===== src/tdmcr_pkg.sv =====
// Package of register map, field layouts and codes for the TDM stream configuration registers
package tdmcr_pkg;
   // ****************************************
   // Address map
   // ****************************************
   localparam int ADDR_W = 14;
   localparam logic [13:0] OFF_CONTROL = 14'h0000;
   localparam logic [13:0] OFF_RATE = 14'h0008;
   localparam logic [13:0] OFF_OVERCAP = 14'h0010;
   localparam logic [13:0] OFF_IN_BASE = 14'h0100;
   localparam logic [13:0] OFF_OUT_BASE = 14'h0200;
   localparam logic [13:0] BANK_MASK = 14'h3FF0;
   localparam int MEM_SEL_BIT = 13;
   localparam int ZERO_BIT = 12;
   localparam int STREAMS = 16;
   // ****************************************
   // Field layouts
   // ****************************************
   localparam logic [15:0] RATE_MASK = 16'h000F;
   localparam logic [15:0] CTRL_MASK = 16'h03FF;
   localparam logic [15:0] IN_MASK = 16'h01F1;
   localparam logic [15:0] OUT_MASK = 16'h01F1;
   localparam logic [15:0] REG_RESET = 16'h0000;
   localparam logic [15:0] RD_ZERO = 16'h0000;
   // ****************************************
   // Rate codes and memory selections
   // ****************************************
   localparam logic [3:0] RATE_RSVD = 4'h0;
   localparam logic [3:0] RATE_2M = 4'h1;
   localparam logic [3:0] RATE_4M = 4'h2;
   localparam logic [3:0] RATE_8M = 4'h3;
   localparam logic [3:0] RATE_16M = 4'h4;
   localparam logic [1:0] MSEL_CM_LOW = 2'h0;
   localparam logic [1:0] MSEL_DATA = 2'h2;
   localparam logic [1:0] MSEL_CM_HIGH = 2'h3;
   localparam logic [7:0] CH_MAX_2M = 8'h1F;
   localparam logic [7:0] CH_MAX_4M = 8'h3F;
   localparam logic [7:0] CH_MAX_8M = 8'h7F;
   localparam logic [7:0] CH_MAX_16M = 8'hFF;
   // Sampling point and fraction in quarter bits (0..3 means 1/4..4/4 for sampling)
   localparam logic [1:0] Q1 = 2'h0;
   localparam logic [1:0] Q2 = 2'h1;
   localparam logic [1:0] Q3 = 2'h2;
   localparam logic [1:0] Q4 = 2'h3;
   localparam logic [1:0] ADV_0 = 2'h0;
   localparam logic [1:0] ADV_1Q = 2'h1;
   localparam logic [1:0] ADV_2Q = 2'h2;
   localparam logic [1:0] ADV_3Q = 2'h3;
endpackage


===== src/tdmcr_stream_decode.sv =====
// Decoder of one stream's input and output control words into timing settings
`timescale 1ns/1ns
module tdmcr_stream_decode
   import tdmcr_pkg::*;
(
   // Configuration
   input wire logic [3:0] rate_in,
   input wire logic [15:0] in_word_in,
   input wire logic [15:0] out_word_in,
   // Decoded settings
   output logic [2:0] in_bit_delay_out,
   output logic [1:0] in_sample_point_out,
   output logic in_stream_enable_out,
   output logic [2:0] out_bit_advance_out,
   output logic [1:0] out_fraction_advance_out,
   output logic out_fraction_rsvd_out,
   output logic out_stream_enable_out
);
   logic fast;
   // Decode fields, with the fast rate remapping
   always_comb begin
      fast = (rate_in == RATE_16M);
      in_bit_delay_out = in_word_in[8:6];
      in_stream_enable_out = in_word_in[0];
      out_bit_advance_out = out_word_in[6:4];
      out_stream_enable_out = out_word_in[0];
      out_fraction_rsvd_out = 1'b0;
      if (fast) begin
         in_sample_point_out = in_word_in[5] ? Q4 : Q2;
         out_fraction_advance_out = ADV_0;
         if (out_word_in[8]) begin
            out_fraction_rsvd_out = 1'b1;
         end else if (out_word_in[7]) begin
            out_fraction_advance_out = ADV_2Q;
         end
      end else begin
         case (in_word_in[5:4])
            2'h0: in_sample_point_out = Q3;
            2'h1: in_sample_point_out = Q1;
            2'h2: in_sample_point_out = Q2;
            default: in_sample_point_out = Q4;
         endcase
         out_fraction_advance_out = out_word_in[8:7];
      end
   end
endmodule


===== src/tdmcr_regs.sv =====
// Configuration and status register bank of the TDM stream switch
// How it works
// - Four-bit rate code picks one common rate; zero reserved, then 2, 4, 8, 16 Mbps up.
// - Read-only flag word, bit 0 set while channels overprogrammed, clears itself.
// - Each input stream delayed by its three-bit delay field, zero to seven bits.
// - Lower rates: sample code 00=3/4, 01=1/4, 10=2/4, 11=4/4 of bit cell.
// - Fastest rate: lower sample codes give 1/2 point, upper codes give 4/4.
// - Input stream data accepted only while its enable bit is set.
// - Fraction advance 0..3/4 bit; fastest rate 00=0, 01=2/4, rest reserved.
// - Each output stream advanced by its three-bit whole-bit field, zero to seven.
// - Output stream drives only while enabled, else high impedance.
// - Top address bit high routes the access to memory, not registers.
// - Memory select field in control bits 1..0 picks data or connection memory.
// - Memory address bits 11..8 give stream, 7..0 channel; bit 12 zero.
// - Highest valid channel number follows the rate: 31, 63, 127, 255.
`timescale 1ns/1ns
module tdmcr_regs
   import tdmcr_pkg::*;
(
   // Clock and reset
   input wire logic clk_in,
   input wire logic rstn_in,
   input wire logic soft_reset_in,
   // Host port, one access strobe per cycle
   input wire logic cs_in,
   input wire logic wr_in,
   input wire logic [13:0] addr_in,
   input wire logic [15:0] wdata_in,
   output logic [15:0] rdata_out,
   output logic ack_out,
   // Memory-space access steering
   output logic mem_dm_sel_out,
   output logic mem_cml_sel_out,
   output logic mem_cmh_sel_out,
   output logic [3:0] mem_stream_out,
   output logic [7:0] mem_channel_out,
   output logic mem_bad_out,
   // Status from switch core
   input wire logic overprogram_in,
   // Per-stream settings
   output logic [3:0] rate_code_out,
   output logic [7:0] max_channel_out,
   output logic [47:0] in_bit_delay_out,
   output logic [31:0] in_sample_point_out,
   output logic [15:0] in_stream_enable_out,
   output logic [47:0] out_bit_advance_out,
   output logic [31:0] out_fraction_advance_out,
   output logic [15:0] out_fraction_rsvd_out,
   output logic [15:0] out_stream_enable_out,
   // Serial stream gating
   input wire logic [15:0] serial_in,
   output logic [15:0] serial_in_gated_out,
   input wire logic [15:0] serial_out_data_in,
   output logic [15:0] serial_out_lines_out,
   output logic [15:0] serial_out_oen_out
);
   // ****************************************
   // State
   // ****************************************
   typedef struct packed {
      logic [15:0] ctrl;
      logic [3:0] rate;
      logic flag;
      logic [15:0][15:0] inw;
      logic [15:0][15:0] outw;
      logic [15:0] rdata;
      logic ack;
      logic dm;
      logic cml;
      logic cmh;
      logic [3:0] strm;
      logic [7:0] chan;
      logic bad;
      logic [7:0] maxch;
      logic [15:0] sin;
      logic [15:0] sout;
      logic [15:0] soen;
      logic [47:0] in_dly;
      logic [31:0] in_smp;
      logic [15:0] in_en;
      logic [47:0] out_adv;
      logic [31:0] out_frac;
      logic [15:0] out_rsv;
      logic [15:0] out_en;
   } tdmcr_state_t;

   tdmcr_state_t s_q, s_d;
   logic [2:0] bd [STREAMS];
   logic [1:0] sp [STREAMS];
   logic [2:0] ba [STREAMS];
   logic [1:0] fa [STREAMS];
   logic [STREAMS-1:0] ien, oen, frsv;
   logic [47:0] bd_v, ba_v;
   logic [31:0] sp_v, fa_v;

   // Bank membership test, used for both banks
   function automatic logic in_bank(input logic [13:0] a, input logic [13:0] base);
      in_bank = ((a & BANK_MASK) == base);
   endfunction

   // ****************************************
   // Per-stream decoders
   // ****************************************
   for (genvar i = 0; i < STREAMS; i++) begin : g_str
      tdmcr_stream_decode u_dec (
         .rate_in(s_q.rate),
         .in_word_in(s_q.inw[i]),
         .out_word_in(s_q.outw[i]),
         .in_bit_delay_out(bd[i]),
         .in_sample_point_out(sp[i]),
         .in_stream_enable_out(ien[i]),
         .out_bit_advance_out(ba[i]),
         .out_fraction_advance_out(fa[i]),
         .out_fraction_rsvd_out(frsv[i]),
         .out_stream_enable_out(oen[i])
      );
      assign bd_v[3*i +: 3] = bd[i];
      assign sp_v[2*i +: 2] = sp[i];
      assign ba_v[3*i +: 3] = ba[i];
      assign fa_v[2*i +: 2] = fa[i];
   end

   // ****************************************
   // Next state
   // ****************************************
   // Reserved bits are masked on write, so a careless host cannot set them
   always_comb begin
      logic [3:0] idx;
      idx = addr_in[3:0];
      s_d = s_q;
      s_d.ack = 1'b0;
      s_d.dm = 1'b0;
      s_d.cml = 1'b0;
      s_d.cmh = 1'b0;
      s_d.bad = 1'b0;
      s_d.flag = overprogram_in;
      s_d.sin = serial_in & ien;
      s_d.sout = serial_out_data_in & oen;
      s_d.soen = ~oen;
      // Decoded settings are registered, so the core sees them one cycle after the word changes
      s_d.in_dly = bd_v;
      s_d.in_smp = sp_v;
      s_d.in_en = ien;
      s_d.out_adv = ba_v;
      s_d.out_frac = fa_v;
      s_d.out_rsv = frsv;
      s_d.out_en = oen;
      case (s_q.rate)
         RATE_2M: s_d.maxch = CH_MAX_2M;
         RATE_4M: s_d.maxch = CH_MAX_4M;
         RATE_8M: s_d.maxch = CH_MAX_8M;
         RATE_16M: s_d.maxch = CH_MAX_16M;
         default: s_d.maxch = CH_MAX_2M;
      endcase
      if (cs_in) begin
         s_d.ack = 1'b1;
         s_d.rdata = RD_ZERO;
         if (addr_in[MEM_SEL_BIT]) begin
            s_d.strm = addr_in[11:8];
            s_d.chan = addr_in[7:0];
            s_d.bad = addr_in[ZERO_BIT] | (addr_in[7:0] > s_q.maxch);
            case (s_q.ctrl[1:0])
               MSEL_CM_LOW: s_d.cml = 1'b1;
               MSEL_DATA: s_d.dm = 1'b1;
               MSEL_CM_HIGH: s_d.cmh = 1'b1;
               default: s_d.bad = 1'b1;
            endcase
         end else if (wr_in) begin
            if (addr_in == OFF_CONTROL) s_d.ctrl = wdata_in & CTRL_MASK;
            if (addr_in == OFF_RATE) s_d.rate = wdata_in[3:0];
            if (in_bank(addr_in, OFF_IN_BASE)) s_d.inw[idx] = wdata_in & IN_MASK;
            if (in_bank(addr_in, OFF_OUT_BASE)) s_d.outw[idx] = wdata_in & OUT_MASK;
         end else begin
            if (addr_in == OFF_CONTROL) s_d.rdata = s_q.ctrl;
            if (addr_in == OFF_RATE) s_d.rdata = {12'h000, s_q.rate};
            if (addr_in == OFF_OVERCAP) s_d.rdata = {15'h0000, s_q.flag};
            if (in_bank(addr_in, OFF_IN_BASE)) s_d.rdata = s_q.inw[idx];
            if (in_bank(addr_in, OFF_OUT_BASE)) s_d.rdata = s_q.outw[idx];
         end
      end
      if (soft_reset_in) begin
         s_d.ctrl = REG_RESET;
         s_d.rate = RATE_RSVD;
         s_d.inw = '0;
         s_d.outw = '0;
      end
   end

   // Register all state
   always_ff @(posedge clk_in or negedge rstn_in) begin
      if (!rstn_in) begin
         s_q <= '0;
         s_q.soen <= 16'hFFFF;
      end else begin
         s_q <= s_d;
      end
   end

   // Outputs straight from flip-flops
   assign rdata_out = s_q.rdata;
   assign ack_out = s_q.ack;
   assign mem_dm_sel_out = s_q.dm;
   assign mem_cml_sel_out = s_q.cml;
   assign mem_cmh_sel_out = s_q.cmh;
   assign mem_stream_out = s_q.strm;
   assign mem_channel_out = s_q.chan;
   assign mem_bad_out = s_q.bad;
   assign rate_code_out = s_q.rate;
   assign max_channel_out = s_q.maxch;
   assign serial_in_gated_out = s_q.sin;
   assign serial_out_lines_out = s_q.sout;
   assign serial_out_oen_out = s_q.soen;
   assign in_bit_delay_out = s_q.in_dly;
   assign in_sample_point_out = s_q.in_smp;
   assign in_stream_enable_out = s_q.in_en;
   assign out_bit_advance_out = s_q.out_adv;
   assign out_fraction_advance_out = s_q.out_frac;
   assign out_fraction_rsvd_out = s_q.out_rsv;
   assign out_stream_enable_out = s_q.out_en;

   // ****************************************
   // Checks
   // ****************************************
   AST_FLAG_FOLLOWS: assert property (@(posedge clk_in) disable iff (!rstn_in)
      1'b1 |=> s_q.flag == $past(overprogram_in)) else $error("flag does not track overcapacity");
   AST_RATE_WRITE: assert property (@(posedge clk_in) disable iff (!rstn_in)
      cs_in && wr_in && addr_in == OFF_RATE && !soft_reset_in |=> rate_code_out == $past(wdata_in[3:0]))
      else $error("rate write lost");
   AST_MEM_ROUTE: assert property (@(posedge clk_in) disable iff (!rstn_in)
      cs_in && addr_in[MEM_SEL_BIT] |=> (mem_dm_sel_out | mem_cml_sel_out | mem_cmh_sel_out | mem_bad_out))
      else $error("memory access not routed");
   AST_MEM_DATA: assert property (@(posedge clk_in) disable iff (!rstn_in)
      cs_in && addr_in[MEM_SEL_BIT] && s_q.ctrl[1:0] == MSEL_DATA |=> mem_dm_sel_out && !mem_cml_sel_out)
      else $error("data memory not selected");
   AST_MEM_ADDR: assert property (@(posedge clk_in) disable iff (!rstn_in)
      cs_in && addr_in[MEM_SEL_BIT] |=> mem_stream_out == $past(addr_in[11:8]) && mem_channel_out == $past(addr_in[7:0]))
      else $error("stream or channel split wrong");
   AST_IN_GATE: assert property (@(posedge clk_in) disable iff (!rstn_in)
      !ien[0] |=> !serial_in_gated_out[0]) else $error("disabled input passed data");
   AST_OUT_HIZ: assert property (@(posedge clk_in) disable iff (!rstn_in)
      !oen[0] |=> serial_out_oen_out[0] && !serial_out_lines_out[0]) else $error("disabled output driven");
   AST_MAXCH: assert property (@(posedge clk_in) disable iff (!rstn_in)
      s_q.rate == RATE_4M ##1 s_q.rate == RATE_4M |-> max_channel_out == CH_MAX_4M) else $error("channel limit wrong");
   AST_SAMPLE: assert property (@(posedge clk_in) disable iff (!rstn_in)
      s_q.rate == RATE_2M && s_q.inw[0][5:4] == 2'h0 |-> sp[0] == Q3) else $error("sample point wrong");
   AST_FAST_FRAC: assert property (@(posedge clk_in) disable iff (!rstn_in)
      s_q.rate == RATE_16M && s_q.outw[0][8:7] == 2'h1 |-> fa[0] == ADV_2Q) else $error("fast fraction wrong");
   AST_DELAY: assert property (@(posedge clk_in) disable iff (!rstn_in)
      1'b1 |=> in_bit_delay_out[5:3] == $past(s_q.inw[1][8:6]) && out_bit_advance_out[5:3] == $past(s_q.outw[1][6:4]))
      else $error("bit delay field wrong");
endmodule


===== config.mk =====
export PLATFORM = sky130hd
export DESIGN_NAME = tdmcr_regs
export DESIGN_NICKNAME = d
export VERILOG_FILES = /design/src/tdmcr_pkg.sv /design/src/tdmcr_stream_decode.sv /design/src/tdmcr_regs.sv
export SDC_FILE = /design/constraint.sdc
export NUM_CORES = 1
export LEC_CHECK = 0
export BUFFER_PORTS_ARGS = -buffer_cell sky130_fd_sc_hd__buf_2
export CAP_MARGIN = 20
export CORE_MARGIN = 1
export CORE_UTILIZATION = 53
export DETAILED_ROUTE_END_ITERATION = 6
export GPL_ROUTABILITY_DRIVEN = 0
export GPL_TIMING_DRIVEN = 0
export PLACE_DENSITY = 0.87
export SYNTH_ARGS = -nofsm -noshare
export SYNTH_HDL_FRONTEND = slang
export SYNTH_SLANG_ARGS = --single-unit

===== constraint.sdc =====
create_clock -name clk_in -period 3.1 [get_ports clk_in]
set_clock_uncertainty 0.1 [all_clocks]
set_input_delay 0.155 -clock clk_in [delete_from_list [all_inputs] [get_ports clk_in]]
set_output_delay 0.155 -clock clk_in [all_outputs]
set_load 0.005 [all_outputs]

==> impl_metrics.env <==
export IMPL_status="complete, no violations"
export IMPL_initial_utilization=0.541
export IMPL_fin_cells=2704
export IMPL_grt_pass1_vias=15906
export IMPL_swShare=0.228
export IMPL_synthSimpleGateAreaFrac=0.0831
export IMPL_p_sw_mw=3.10
export IMPL_pwr_share_seq=0.481
export IMPL_synth_seq_cells=495
export IMPL_wirelength_um=61200
export IMPL_drive_above_1_share=0.399
export IMPL_avgSynthCellArea_sq_um=12.7
export IMPL_route_detailed_drc=0
export IMPL_place_inst=2551
export IMPL_hold_violations=0
export IMPL_cts_setup_buffers=0
export IMPL_die_area_sq_um=40700
export IMPL_vias=15381
export IMPL_fin_crit_sh=0.950
export IMPL_max_slew_margin_rel=0.364
export IMPL_cts_buffer_depth=3
export IMPL_grt_pass1_wl_um=93700
export IMPL_synth_mux_area_frac=0.0699
export IMPL_cts_max_level=2
export IMPL_drtIter0Drc=1676
export IMPL_rows=72
export IMPL_cts_root_buf="clkbuf_16"
export IMPL_syn_inst=1669
export IMPL_placed_area_sq_um=23700
export IMPL_viasPerCell=5.69
export IMPL_p_per_area_nw_per_um2=524
export IMPL_fin_area_sq_um=26000
export IMPL_comb_power_share=0.058
export IMPL_p_int_mw=10.5
export IMPL_drtPass1Iterations=7
export IMPL_cts_buffers=49
export IMPL_syn_area_sq_um=21100
export IMPL_synth_nets=1777
export IMPL_synth_edf_count=0
export IMPL_clock_sinks=495
export IMPL_endpoint_kind="register"
export IMPL_rsz0062_at_grt="false"
export IMPL_synth_adder_area_share=0.0237
export IMPL_layout_common_cells="479 x dfrtp_1, 377 x buf_2, 302 x buf_4, 148 x nand2_1, 101 x a22o_1"
export IMPL_grt_overflow=0
export IMPL_cts_tree="built"
export IMPL_synth_flop_cell="dfrtp_1"
export IMPL_clkTransAtPathRegs_ns=0.07
export IMPL_clock_latency_ns=0.61
export IMPL_antenna_found_initial=2
export IMPL_final_common_cell="dfrtp_1"
export IMPL_fillers=2716
export IMPL_seq_area_sq_um=12400
export IMPL_synth_xor_area_share=0
export IMPL_cp_required_ns=3.52
export IMPL_io_pin_count=369
export IMPL_min_period_ns=2.95
export IMPL_final_max_slew_viol_count=0
export IMPL_multi_input_area_sq_um=6010
export IMPL_yosys_warnings=0
export IMPL_die_h_um=202
export IMPL_seq_area_frac_synth=0.587
export IMPL_grt_max_degree=132
export IMPL_ys_async_sr_fraction=1.00
export IMPL_clockPowerShare=0.461
export IMPL_p_leak_nw=13.6
export IMPL_fmax_mhz=339
export IMPL_die_w_um=202
export IMPL_yosysUniqueCellTypes=58
export IMPL_core_area_sq_um=39000
export IMPL_antenna_left=0
export IMPL_synth_top_family_by_area="buffers and inverters"
export IMPL_ff2ff_path_depth=7
export IMPL_criticalPathCategory="register to register"
export IMPL_worst_pin_slew_ns=0.954
export IMPL_grt_usage=0.307
export IMPL_min_path_cells=2
export IMPL_dp_hpwl_um=42500
export IMPL_max_cap_viol_count=0
export IMPL_arrival_ns=3.37
export IMPL_portBuffers=361
export IMPL_holdWs_ns=0.135
export IMPL_cp_max_fo=12
export IMPL_synth_compound_area_share=0.108
export IMPL_area_delta_synth_final_pct=23.1
export IMPL_critPathLaunchType="register"
export IMPL_hold_class="input port to register"
export IMPL_wl_per_cell_um=22.7
export IMPL_ir_worst_vdd_uv=489
export IMPL_fin_nets=2250
export IMPL_setup_viol=0
==> per-stage QoR <==
step / worst slack (ns) / total power [mW] / util / setup TNS, ns
2_1_floorplan: 1.21 / 6.99 / - / 0
3_3_place_gp: -7.45 / 7.33 / 0.604 / -3617.38
6_report: 0.154 / 13.6 / 0.666 / 0
4_1_cts: 0.0547 / 13.7 / 0.666 / 0
5_1_grt: 0.0612 / 14.0 / 0.666 / 0
3_5_place_dp: 0.105 / 7.37 / 0.607 / 0
==> synth_stat cells (all sizes together), types with 22 or more instances <==
cell type	number	area, sq um
buf	322	2360
mux2	22	248
and2	72	450
o21ai	31	155
a22o	101	885
dfrtp	479	12000
inv	46	173
mux2i	35	350
o2bb2ai	96	841
clkbuf	44	166
mux4	39	878
ha	40	500
nor2	33	146
nand2	151	574
==> state kept, by name, indices dropped and copies added (netlist names), 16 cells and up <==
| signal | cells |
|---|---|
| out_fraction_rsvd_out | 16 |
| in_stream_enable_out | 16 |
| in_bit_delay_out | 48 |
| out_bit_advance_out | 48 |
| serial_in_gated_out | 16 |
| out_stream_enable_out | 16 |
| in_sample_point_out | 32 |
| serial_out_oen_out | 16 |
| serial_out_lines_out | 16 |
| out_fraction_advance_out | 32 |
| s_q | 203 |
==> power by group through the flow <==
stage	registers, mW	clock network (mW)	logic, mW
final	6.55	6.27	0.786
after global placement	6.67	0	0.667
after floorplan	6.65	0	0.333
after CTS	6.55	6.33	0.770
after detailed placement	6.67	0	0.708
after global routing	6.55	6.60	0.839
==> worst max-delay path, cell delays in order (launching register included) <==
cell             delay (ns)
dfrtp_1                0.44
nor2_1                 0.17
nand2_1                0.10
or2_2                  0.38
inv_1                  0.61
clkdlybuf4s15_1        0.84
nand3b_1               0.15
nand2_1                0.09
==> repair_timing <==
item | 4_1_cts | 5_1_grt
resized for setup | 0 | 2
hold endpoints to repair | 206 | 0
hold buffers | 59 | 0
setup endpoints to repair | 0 | 11
==> per-layer routing <==
metal | routed length (um) | vias to the layer above | global-route usage
li1 | - | 6444 | -
met1 | 22000 | 7650 | 0.381
met2 | 29100 | 1027 | 0.489
met3 | 6460 | 260 | 0.0881
met4 | 3630 | 0 | 0.160
met5 | 0 | - | 0
==> area by class of cell <==
class                   instances  area share
multi-input cells             762       0.231
well taps                     518      0.0249
flip-flops and latches        495       0.477
plain buffers                 365      0.0974
diodes                          3    0.000289
inverters                      46     0.00664
repair buffers                423      0.0958
clock inverters                17     0.00953
clock buffers                  75      0.0567
==> final timing paths <==
kind	startpoint	to	slack, ns
worst max-delay path	rate_code_out[1]	out_fraction_advance_out[7]	0.15
worst min-delay path	cs_in	ack_out	0.13
worst max register to register	rate_code_out[1]	out_fraction_advance_out[7]	0.15
worst min register to register	s_q[477]	out_bit_advance_out[33]	0.30
max in group asynchronous	rstn_in	serial_in_gated_out[12]	1.14
min in group asynchronous	rstn_in	out_fraction_advance_out[17]	0.15
==> cell families (layout without fill, tap and decap cells) <==
group	Yosys count	in the layout
flip-flops	495	495
buffers and inverters	412	926
AND/OR/NAND/NOR	343	343
AO/OA/AOI/OAI	282	282
multiplexers	96	96
adder cells (fa/ha/maj)	40	40
other	1	4
Power figures use the tool's default switching activity.
